**src/inc/wdt_pkg.sv**
```systemverilog
// ============================================================
// watchdog / interval timer shared definitions
package wdt_pkg;

  // register addresses
  localparam logic [15:0] ADDR_CLOCK_SELECT = 16'hFF42;
  localparam logic [15:0] ADDR_MODE_CONTROL = 16'hFF43;

  // reset values
  localparam logic [7:0] CLOCK_SELECT_RESET = 8'h00;
  localparam logic [7:0] MODE_CONTROL_RESET = 8'h00;

  // clock select fields
  localparam int WD_CLOCK_LSB      = 0;
  localparam int WD_CLOCK_MSB      = 2;
  localparam int CS_ZERO_BIT       = 3;
  localparam int WATCH_PICK_BIT    = 4;
  localparam int BUZZER_LSB        = 5;
  localparam int BUZZER_MSB        = 7;
  localparam logic [7:0] CLOCK_SELECT_WMASK = 8'hF7;

  // mode control fields
  localparam int ACTION_BIT        = 3;
  localparam int MODE_SEL_BIT      = 4;
  localparam int RUN_BIT           = 7;

  // prescaler and count clock exponents
  localparam int PRESC_BITS        = 11;
  localparam logic [3:0] WD_EXP_BASE  = 4'h3;
  localparam logic [3:0] WD_EXP_TOP   = 4'hB;
  localparam logic [3:0] WATCH_EXP    = 4'h7;
  localparam logic [3:0] BUZZER_EXP_BASE = 4'h9;
  localparam logic [2:0] BUZZER_PROHIBITED = 3'h7;

  // exponent of the watchdog count clock divider
  function automatic logic [3:0] wd_clock_exp(input logic [2:0] code);
    if (code == 3'h7) begin
      wd_clock_exp = WD_EXP_TOP;
    end else begin
      wd_clock_exp = WD_EXP_BASE + {1'b0, code};
    end
  endfunction : wd_clock_exp

  // high when the low exp bits of the prescaler are all ones
  function automatic logic tap_tick(input logic [PRESC_BITS-1:0] count,
                                    input logic [3:0] exp);
    logic hit;
    hit = 1'b1;
    for (int i = 0; i < PRESC_BITS; i++) begin
      if (i < int'(exp) && !count[i]) begin
        hit = 1'b0;
      end
    end
    tap_tick = hit;
  endfunction : tap_tick

endpackage : wdt_pkg

```
**src/inc/presc_if.sv**
```systemverilog
`timescale 1ns/1ps
// ============================================================
// prescaler state shared with the timer core
interface presc_if;
  logic                           fxx_en;
  logic [wdt_pkg::PRESC_BITS-1:0] count;

  modport src (output fxx_en, output count);
  modport dst (input fxx_en, input count);
endinterface : presc_if

```
**src/core/wdt_prescaler.sv**
```systemverilog
`timescale 1ns/1ps
// ============================================================
// main clock divider and free-running prescaler
module wdt_prescaler (
  // clock and reset
  input  wire logic clk,
  input  wire logic srst,
  // control
  input  wire logic main_clock_undivided_select,
  input  wire logic freeze,
  // prescaler state
  presc_if.src      presc
);

  logic                           half_q;
  logic [wdt_pkg::PRESC_BITS-1:0] count_q;
  logic                           fxx_en;

  // main clock enable: every cycle, or every other cycle
  assign fxx_en = ~freeze & (main_clock_undivided_select | half_q);

  // half-rate phase toggle
  always_ff @(posedge clk) begin
    if (srst) begin
      half_q <= 1'b0;
    end else if (!freeze) begin
      half_q <= ~half_q;
    end
  end

  // prescaler, never cleared by a restart
  always_ff @(posedge clk) begin
    if (srst) begin
      count_q <= '0;
    end else if (fxx_en) begin
      count_q <= count_q + 1'b1;
    end
  end

  assign presc.fxx_en = fxx_en;
  assign presc.count  = count_q;

endmodule : wdt_prescaler

```
**src/core/wdt_counter.sv**
```systemverilog
`timescale 1ns/1ps
// ============================================================
// count clock counter with overflow detect
module wdt_counter #(
  parameter int WIDTH = 8
) (
  // clock and reset
  input  wire logic             clk,
  input  wire logic             srst,
  // control
  input  wire logic             clear,
  input  wire logic             tick,
  // state
  output logic [WIDTH-1:0]      count_q,
  output logic                  overflow
);

  // overflow when a tick meets an all-ones count
  assign overflow = tick & ~clear & (&count_q);

  // clear has priority over counting
  always_ff @(posedge clk) begin
    if (srst) begin
      count_q <= '0;
    end else if (clear) begin
      count_q <= '0;
    end else if (tick) begin
      count_q <= count_q + 1'b1;
    end
  end

endmodule : wdt_counter

```
**src/core/watchdog_interval_timer.sv**
```systemverilog
`timescale 1ns/1ps
// ============================================================
// watchdog_interval_timer
// Contract
// base rate is oscillator, or half when divided
// clock select resets zero, byte writes only
// clock field picks main clock over 2^3..2^9 or 2^11
// detection time is 2^11..2^17 or 2^19
// bit 4 picks watch clock source
// bits 7..5 pick buzzer rate or disable
// software keeps clock field fixed once running
// mode register resets zero, bit or byte writes
// mode and action bits are set-only
// run bit is set-only; only reset stops
// run with mode clear starts interval timing
// mode bit set means watchdog runaway detection
// each run write clears counter and restarts
// software rewrites run before detection time ends
// overflow gives reset or nmi by action bit
// prescaler not cleared, restart up to 0.5% early
// pending flag at mode set forces nmi
// counts in halt, freezes in stop
// software restarts right before entering stop
// counting halts while cpu runs on subclock
// interval overflow raises maskable interval request
// clock select bit 3 reads zero, ignores writes
module watchdog_interval_timer #(
  parameter int COUNT_BITS = 8
) (
  // clock and reset
  input  wire logic        clk,
  input  wire logic        srst,
  // register access
  input  wire logic [15:0] reg_addr,
  input  wire logic        reg_wr,
  input  wire logic        reg_bit_wr,
  input  wire logic [2:0]  reg_bit_idx,
  input  wire logic        reg_bit_val,
  input  wire logic [7:0]  reg_wdata,
  input  wire logic        reg_rd,
  output logic [7:0]       reg_rdata,
  // system state
  input  wire logic        main_clock_undivided_select,
  input  wire logic        halt_mode,
  input  wire logic        stop_mode,
  input  wire logic        cpu_on_subclock,
  input  wire logic        wd_irq_request_flag,
  // requests
  output logic             wdt_reset_req,
  output logic             wdt_nmi_req,
  output logic             interval_irq,
  // shared clock select outputs
  output logic             watch_clock_pick,
  output logic             watch_tick,
  output logic             buzzer_tick,
  // status
  output logic             counting
);

  // ==========================================================
  // declarations
  // state registers
  logic [7:0]            clock_select_q;
  logic                  run_q;
  logic                  mode_sel_q;
  logic                  action_q;
  logic [7:0]            rdata_q;
  logic                  reset_req_q;
  logic                  nmi_req_q;
  logic                  interval_q;
  logic                  watch_tick_q;
  logic                  buzzer_tick_q;

  // decode and datapath nets
  logic                  hit_cs;
  logic                  hit_mode;
  logic                  cs_write;
  logic [7:0]            mode_set;
  logic                  mode_write;
  logic                  run_write;
  logic                  mode_rise;
  logic                  count_en;
  logic                  count_tick;
  logic                  overflow;
  logic [2:0]            wd_code;
  logic [2:0]            buzzer_code;
  logic [3:0]            buzzer_exp;
  logic [COUNT_BITS-1:0] count_value;
  logic [7:0]            rd_mux;
  logic [3:0]            wd_exp;
  logic                  wd_tap;
  logic                  wd_overflow;
  logic                  iv_overflow;
  logic                  buzzer_on;

  // ==========================================================
  // address decode and write strobes
  assign hit_cs   = (reg_addr == wdt_pkg::ADDR_CLOCK_SELECT);
  assign hit_mode = (reg_addr == wdt_pkg::ADDR_MODE_CONTROL);

  // clock select accepts whole-byte writes only
  assign cs_write = reg_wr & hit_cs;

  // bits written to one on the mode register, byte or single bit
  always_comb begin
    mode_set = 8'h00;
    if (reg_wr && hit_mode) begin
      mode_set = reg_wdata;
    end else if (reg_bit_wr && hit_mode && reg_bit_val) begin
      mode_set[reg_bit_idx] = 1'b1;
    end
  end

  assign mode_write = (reg_wr | reg_bit_wr) & hit_mode;
  assign run_write  = mode_write & mode_set[wdt_pkg::RUN_BIT];
  assign mode_rise  = mode_set[wdt_pkg::MODE_SEL_BIT] & ~mode_sel_q;

  // ==========================================================
  // clock select register
  always_ff @(posedge clk) begin
    if (srst) begin
      clock_select_q <= wdt_pkg::CLOCK_SELECT_RESET;
    end else if (cs_write) begin
      clock_select_q <= reg_wdata & wdt_pkg::CLOCK_SELECT_WMASK;
    end
  end

  assign wd_code     = clock_select_q[wdt_pkg::WD_CLOCK_MSB:
                                      wdt_pkg::WD_CLOCK_LSB];
  assign buzzer_code = clock_select_q[wdt_pkg::BUZZER_MSB:
                                      wdt_pkg::BUZZER_LSB];

  // ==========================================================
  // mode control register, set-only bits
  always_ff @(posedge clk) begin
    if (srst) begin
      run_q <= wdt_pkg::MODE_CONTROL_RESET[wdt_pkg::RUN_BIT];
    end else if (run_write) begin
      run_q <= 1'b1;
    end
  end

  // mode select and overflow action only ever go to one
  always_ff @(posedge clk) begin
    if (srst) begin
      mode_sel_q <= wdt_pkg::MODE_CONTROL_RESET[wdt_pkg::MODE_SEL_BIT];
      action_q   <= wdt_pkg::MODE_CONTROL_RESET[wdt_pkg::ACTION_BIT];
    end else if (mode_write) begin
      mode_sel_q <= mode_sel_q | mode_set[wdt_pkg::MODE_SEL_BIT];
      action_q   <= action_q | mode_set[wdt_pkg::ACTION_BIT];
    end
  end

  // ==========================================================
  // read port, registered, unmapped reads zero
  // read image of the mode register, unused bits read zero
  function automatic logic [7:0] mode_image(input logic run,
                                            input logic mode_sel,
                                            input logic action);
    logic [7:0] image;
    image = 8'h00;
    image[wdt_pkg::RUN_BIT]      = run;
    image[wdt_pkg::MODE_SEL_BIT] = mode_sel;
    image[wdt_pkg::ACTION_BIT]   = action;
    mode_image = image;
  endfunction : mode_image

  // select the register image for a read
  always_comb begin
    rd_mux = 8'h00;
    if (hit_cs) begin
      rd_mux = clock_select_q;
    end else if (hit_mode) begin
      rd_mux = mode_image(run_q, mode_sel_q, action_q);
    end
  end

  // capture the image on a read strobe, hold it until the next one
  always_ff @(posedge clk) begin
    if (srst) begin
      rdata_q <= 8'h00;
    end else if (reg_rd) begin
      rdata_q <= rd_mux;
    end
  end

  assign reg_rdata = rdata_q;

  // ==========================================================
  // prescaler and count clock
  presc_if presc ();

  // stop freezes the whole chain, halt does not
  wdt_prescaler u_prescaler (
    .clk                         (clk),
    .srst                        (srst),
    .main_clock_undivided_select (main_clock_undivided_select),
    .freeze                      (stop_mode),
    .presc                       (presc)
  );

  // counting needs run, no stop, and the cpu on the main clock
  assign count_en = run_q & ~stop_mode & ~cpu_on_subclock;

  // exponent of the selected count clock
  assign wd_exp = wdt_pkg::wd_clock_exp(wd_code);

  // prescaler tap for that exponent, once per count clock period
  assign wd_tap = presc.fxx_en & wdt_pkg::tap_tick(presc.count, wd_exp);

  // the counter only advances while counting is allowed
  assign count_tick = count_en & wd_tap;

  // ==========================================================
  // count clock counter: 2^COUNT_BITS ticks to overflow
  wdt_counter #(
    .WIDTH (COUNT_BITS)
  ) u_counter (
    .clk      (clk),
    .srst     (srst),
    .clear    (run_write),
    .tick     (count_tick),
    .count_q  (count_value),
    .overflow (overflow)
  );

  assign counting = count_en;

  // split the overflow by mode; the mode bit never falls back
  assign wd_overflow = overflow & mode_sel_q;
  assign iv_overflow = overflow & ~mode_sel_q;

  // ==========================================================
  // watchdog reset request
  always_ff @(posedge clk) begin
    if (srst) begin
      reset_req_q <= 1'b0;
    end else begin
      reset_req_q <= wd_overflow & action_q;
    end
  end

  // non-maskable request on watchdog overflow with action clear, or on a forced mode entry
  always_ff @(posedge clk) begin
    if (srst) begin
      nmi_req_q <= 1'b0;
    end else begin
      nmi_req_q <= (wd_overflow & ~action_q)
                 | (mode_rise & wd_irq_request_flag);
    end
  end

  // interval request on every overflow while mode is clear
  always_ff @(posedge clk) begin
    if (srst) begin
      interval_q <= 1'b0;
    end else begin
      interval_q <= iv_overflow;
    end
  end

  assign wdt_reset_req = reset_req_q;
  assign wdt_nmi_req   = nmi_req_q;
  assign interval_irq  = interval_q;

  // ==========================================================
  // watch timer clock from the shared register
  assign watch_clock_pick = clock_select_q[wdt_pkg::WATCH_PICK_BIT];

  // main clock over 2^7 when watch pick is clear
  always_ff @(posedge clk) begin
    if (srst) begin
      watch_tick_q <= 1'b0;
    end else begin
      watch_tick_q <= ~watch_clock_pick & presc.fxx_en
                    & wdt_pkg::tap_tick(presc.count,
                                        wdt_pkg::WATCH_EXP);
    end
  end

  assign watch_tick = watch_tick_q;

  // ==========================================================
  // buzzer rate: top bit enables, low bits pick 2^9..2^11
  assign buzzer_exp = wdt_pkg::BUZZER_EXP_BASE + {2'b00, buzzer_code[1:0]};

  // top bit enables; the prohibited code gives no output
  assign buzzer_on = buzzer_code[2]
                   & (buzzer_code != wdt_pkg::BUZZER_PROHIBITED);

  // one pulse per buzzer period
  always_ff @(posedge clk) begin
    if (srst) begin
      buzzer_tick_q <= 1'b0;
    end else begin
      buzzer_tick_q <= buzzer_on
                     & presc.fxx_en
                     & wdt_pkg::tap_tick(presc.count, buzzer_exp);
    end
  end

  assign buzzer_tick = buzzer_tick_q;

endmodule : watchdog_interval_timer

```
**config.mk**
```make
export PLATFORM = sky130hd
export DESIGN_NAME = watchdog_interval_timer
export DESIGN_NICKNAME = d
export VERILOG_FILES = /design/src/inc/wdt_pkg.sv /design/src/inc/presc_if.sv /design/src/core/wdt_prescaler.sv /design/src/core/wdt_counter.sv /design/src/core/watchdog_interval_timer.sv
export SDC_FILE = /design/constraint.sdc
export NUM_CORES = 1
export LEC_CHECK = 0
export ABC_AREA = 1
export BUFFER_PORTS_ARGS = -buffer_cell sky130_fd_sc_hd__buf_2
export CORE_UTILIZATION = 50
export CTS_CLUSTER_SIZE = 8
export DETAILED_ROUTE_END_ITERATION = 8
export GPL_TIMING_DRIVEN = 0
export PLACE_DENSITY = 0.77
export SETUP_SLACK_MARGIN = 0.05
export SYNTH_ARGS = -nofsm -noshare
export SYNTH_HDL_FRONTEND = slang
export SYNTH_SLANG_ARGS = --single-unit
export TNS_END_PERCENT = 50
```
**constraint.sdc**
```tcl
create_clock -name clk -period 3.7 [get_ports clk]
set_clock_uncertainty 0.15 [all_clocks]
set_input_delay 0.37 -clock clk [delete_from_list [all_inputs] [get_ports clk]]
set_output_delay 0.37 -clock clk [all_outputs]
set_load 0.02 [all_outputs]
```
==> out/metrics.json <==
{
  "status": {"value": "finished clean"},
  "maxSlewViolCount": {"value": 0},
  "count_of_buffers_inserted_at_the_top_level_ports": {"value": 51},
  "sum_of_negative_setup_slack": {"value": 0, "unit": "ns"},
  "synth_top_cell_by_area": {"value": "sky130_fd_sc_hd__dfxtp_1"},
  "yosys_warnings": {"value": 0},
  "worstSetupEndpointType": {"value": "flop"},
  "timing.slew.headroom": {"value": 66.2, "unit": "%"},
  "netlist.area_leader.share": {"value": 40.3, "unit": "%"},
  "die-area": {"value": 4540, "unit": "um2"},
  "cp-endpoint": {"value": "u_counter.count_q[5]"},
  "chipWidth": {"value": 67.4, "unit": "um"},
  "drt-initial-drc-count": {"value": 120},
  "seq_area": {"value": 861, "unit": "um2"},
  "worst-r2r-setup-slack": {"value": 1.54, "unit": "ns"},
  "dpl_cell_area": {"value": 2450, "unit": "um2"},
  "final_hold_viol_count": {"value": 0},
  "netlist_instances": {"value": 307},
  "p_leak": {"value": 1.17, "unit": "nW"},
  "r2r.worst_path.cells": {"value": 13},
  "grt_pass1_wl": {"value": 7950, "unit": "um"},
  "ys_seq_elements": {"value": 43},
  "floorplan.io_pins": {"value": 53},
  "filler_cell_count": {"value": 359},
  "synth.area.top_cells": {"value": "sky130_fd_sc_hd__dfxtp_1, sky130_fd_sc_hd__nand2_1, sky130_fd_sc_hd__inv_1"},
  "count_of_h_tree_levels_built_during_cts": {"value": 2},
  "avgSynthCellArea": {"value": 6.96, "unit": "um2"},
  "whs": {"value": 0.198, "unit": "ns"},
  "clock_tree.root_cell": {"value": "sky130_fd_sc_hd__clkbuf_8"},
  "synth.net_count": {"value": 351},
  "post-dp-hpwl": {"value": 3830, "unit": "um"},
  "route.final.wire_length": {"value": 4820, "unit": "um"},
  "tritoncts": {"value": "yes"},
  "cts.repair_timing.setup_buffer_count": {"value": 0},
  "core.rowCount": {"value": 23},
  "final_nets": {"value": 409},
  "flow.area_growth_from_synthesis": {"value": 20.1, "unit": "%"},
  "multi_input_area": {"value": 1060, "unit": "um2"},
  "req_time_crit_path": {"value": 3.73, "unit": "ns"},
  "synth_cell_types": {"value": 30},
  "antenna_found_initial": {"value": 0},
  "max_cap_viol_count": {"value": 0},
  "post-route-cell-area": {"value": 2570, "unit": "um2"},
  "dpl.cell_count": {"value": 408},
  "first_global_vias": {"value": 1921},
  "ctsResizeCount": {"value": 0},
  "worst-endpoint-arrival": {"value": 2.19, "unit": "ns"},
  "antenna-diode-count": {"value": 0},
  "final_cells": {"value": 416},
  "fin_total_pwr": {"value": 903, "unit": "uW"},
  "clk_path_buf_depth": {"value": 2},
  "vias_per_cell": {"value": 5.03},
  "path_class": {"value": "flop to flop"},
  "worstSetupStartpointType": {"value": "flop"},
  "hp_class": {"value": "input port to flop"},
  "vias": {"value": 2093},
  "total_power_density_per_cell_area": {"value": 352, "unit": "nW/um2"},
  "grt-ovfl-total": {"value": 0},
  "cts-buffers-inserted": {"value": 5},
  "grt_setup_unrepaired": {"value": "no"},
  "timing.critical_path.from": {"value": "clock_select_q[0]"},
  "irDropWorstVdd": {"value": 0.000225, "unit": "V"},
  "drt_pass1_iterations": {"value": 4},
  "timing.final.crit_period": {"value": 2.16, "unit": "ns"},
  "crit_path_max_fanout": {"value": 10},
  "track_usage": {"value": 23.3, "unit": "%"},
  "clk_latency": {"value": 0.29, "unit": "ns"},
  "final_layout_size_suffix_gt1_share": {"value": 19.1, "unit": "%"},
  "reg2reg_to": {"value": "u_counter.count_q[5]"},
  "clk_pin_slew_worst_paths": {"value": 0.08, "unit": "ns"},
  "tightest_slew": {"value": 0.504, "unit": "ns"},
  "chipHeight": {"value": 67.4, "unit": "um"},
  "grt_start_max_net_pins": {"value": 15},
  "regToRegStartpoint": {"value": "clock_select_q[0]"},
  "initial_core_utilization": {"value": 52.7, "unit": "%"},
  "antenna_violating_nets_post_route": {"value": 0},
  "yosysSeqAreaShare": {"value": 40.3, "unit": "%"},
  "gp_congestion": {"value": 0.911},
  "achievable-frequency": {"value": 463, "unit": "MHz"},
  "residual_drc": {"value": 0},
  "syn-cell-area": {"value": 2140, "unit": "um2"},
  "cts-hold-fix-buffers": {"value": 0},
  "core": {"value": 4060, "unit": "um2"},
  "layout_worst_path_cycle_share": {"value": 58.3, "unit": "%"},
  "avgRoutedWirePerCell": {"value": 11.6, "unit": "um"},
  "clkSinkCount": {"value": 43},
  "setup_viol": {"value": 0}
}
power breakdown:
part | switching [mW] | total [mW] | internal [mW]
clock | 0.162 | 0.363 | 0.201
combinational | 0.0360 | 0.0636 | 0.0275
sequential | 0.00623 | 0.476 | 0.470
total | 0.204 | 0.903 | 0.699
synth_stat cells:
library cell and n:
sky130_fd_sc_hd__or2_2 1, sky130_fd_sc_hd__a211oi_1 2, sky130_fd_sc_hd__o21ai_1 1, sky130_fd_sc_hd__a21oi_1 31, sky130_fd_sc_hd__dfxtp_1 43, sky130_fd_sc_hd__nand2_1 51, sky130_fd_sc_hd__nor4_1 3, sky130_fd_sc_hd__or4_1 1
sky130_fd_sc_hd__o21ai_0 27, sky130_fd_sc_hd__xnor2_1 2, sky130_fd_sc_hd__inv_1 49, sky130_fd_sc_hd__nor3b_1 1, sky130_fd_sc_hd__nor2_1 33, sky130_fd_sc_hd__nand3_1 16, sky130_fd_sc_hd__o31ai_1 1, sky130_fd_sc_hd__buf_6 1
sky130_fd_sc_hd__a41oi_1 1, sky130_fd_sc_hd__nand4_1 10, sky130_fd_sc_hd__ha_1 6, sky130_fd_sc_hd__and3_1 1, sky130_fd_sc_hd__nand3b_1 2, sky130_fd_sc_hd__clkbuf_1 4, sky130_fd_sc_hd__nor2_2 3, sky130_fd_sc_hd__o221ai_1 2
sky130_fd_sc_hd__nand2_2 3, sky130_fd_sc_hd__nand3_2 1, sky130_fd_sc_hd__nor3_1 8, sky130_fd_sc_hd__buf_2 1, sky130_fd_sc_hd__o21ai_2 1, sky130_fd_sc_hd__xor2_1 1
cell type report:
class | instances | area share [%]
Multi-Input combinational cell | 209 | 41.3
Sequential cell | 43 | 33.5
Timing Repair Buffer | 51 | 9.94
Inverter | 49 | 7.16
Clock buffer | 5 | 2.68
Tap cell | 50 | 2.44
Clock inverter | 3 | 1.71
Buffer | 6 | 1.22
worst min-delay path by stage:
stage,cells past startpoint,endpoint,slack (ns),start
after floorplan,2,watch_tick,0.29,u_prescaler.presc.count[5]
after global placement,2,reg_rdata[5],0.30,clock_select_q[5]
after detailed placement,2,run_q,0.32,run_q
after CTS,3,buzzer_tick,0.19,srst
after global routing,3,wdt_nmi_req,0.20,wd_irq_request_flag
final,3,buzzer_tick,0.20,srst
sequential cells by signal, indices dropped and copies added (netlist names):
signal	cells
action_q	1
buzzer_tick	1
clock_select_q	7
interval_irq	1
mode_sel_q	1
reg_rdata	8
run_q	1
u_counter.count_q	8
u_prescaler.half_q	1
u_prescaler.presc.count	11
watch_tick	1
wdt_nmi_req	1
wdt_reset_req	1
worst max-delay path: stages (launching register included):
cell and delay (ns):
sky130_fd_sc_hd__dfxtp_1 0.45, sky130_fd_sc_hd__inv_1 0.09, sky130_fd_sc_hd__ha_1 0.23, sky130_fd_sc_hd__inv_1 0.09
sky130_fd_sc_hd__nand2_2 0.07, sky130_fd_sc_hd__nand2_2 0.10, sky130_fd_sc_hd__nand3_1 0.10, sky130_fd_sc_hd__nand2_1 0.07
sky130_fd_sc_hd__nand2_1 0.06, sky130_fd_sc_hd__o21ai_2 0.17, sky130_fd_sc_hd__nand2_2 0.10, sky130_fd_sc_hd__buf_6 0.15
sky130_fd_sc_hd__o21ai_0 0.15, sky130_fd_sc_hd__a21oi_1 0.08
cell usage in the layout (no fill, tap or decap), types with 6 or more instances in the layout:
master                     n
sky130_fd_sc_hd__buf_2    52
sky130_fd_sc_hd__nand2_1  51
sky130_fd_sc_hd__inv_1    49
sky130_fd_sc_hd__dfxtp_1  43
sky130_fd_sc_hd__nor2_1   33
sky130_fd_sc_hd__a21oi_1  31
sky130_fd_sc_hd__o21ai_0  27
sky130_fd_sc_hd__nand3_1  16
sky130_fd_sc_hd__nand4_1  10
sky130_fd_sc_hd__nor3_1    8
sky130_fd_sc_hd__ha_1      6
logic make-up (layout without fill, tap and decap cells):
family | after synthesis | in the layout | synth area share (%)
fa+ha+maj | 6 | 6 | 3.51
buf+inv | 55 | 114 | 10.1
simple gates | 134 | 134 | 28.4
flops | 43 | 43 | 40.3
compound gates | 66 | 66 | 16.5
xor+xnor | 3 | 3 | 1.23
routing by layer:
| metal | vias to the layer above | wire length (um) | GRT usage, % | part of all wire (%) |
|---|---|---|---|---|
| li1 | 1130 | - | - | - |
| met1 | 918 | 2330 | 28.4 | 48 |
| met2 | 38 | 2240 | 39.6 | 46 |
| met3 | 7 | 179 | 5.57 | 3.7 |
| met4 | 0 | 73 | 7.98 | 1.5 |
| met5 | - | 0 | 0 | 0 |
through the flow:
stage / setup slack, ns / util [%]
2_1_floorplan: 1.81 / -
3_3_place_gp: 1.60 / 60.5
4_1_cts: 1.54 / 63.3
6_report: 1.54 / 63.3
5_1_grt: 1.30 / 63.3
3_5_place_dp: 1.55 / 60.5
No activity file was read; power rests on OpenSTA's default activity.
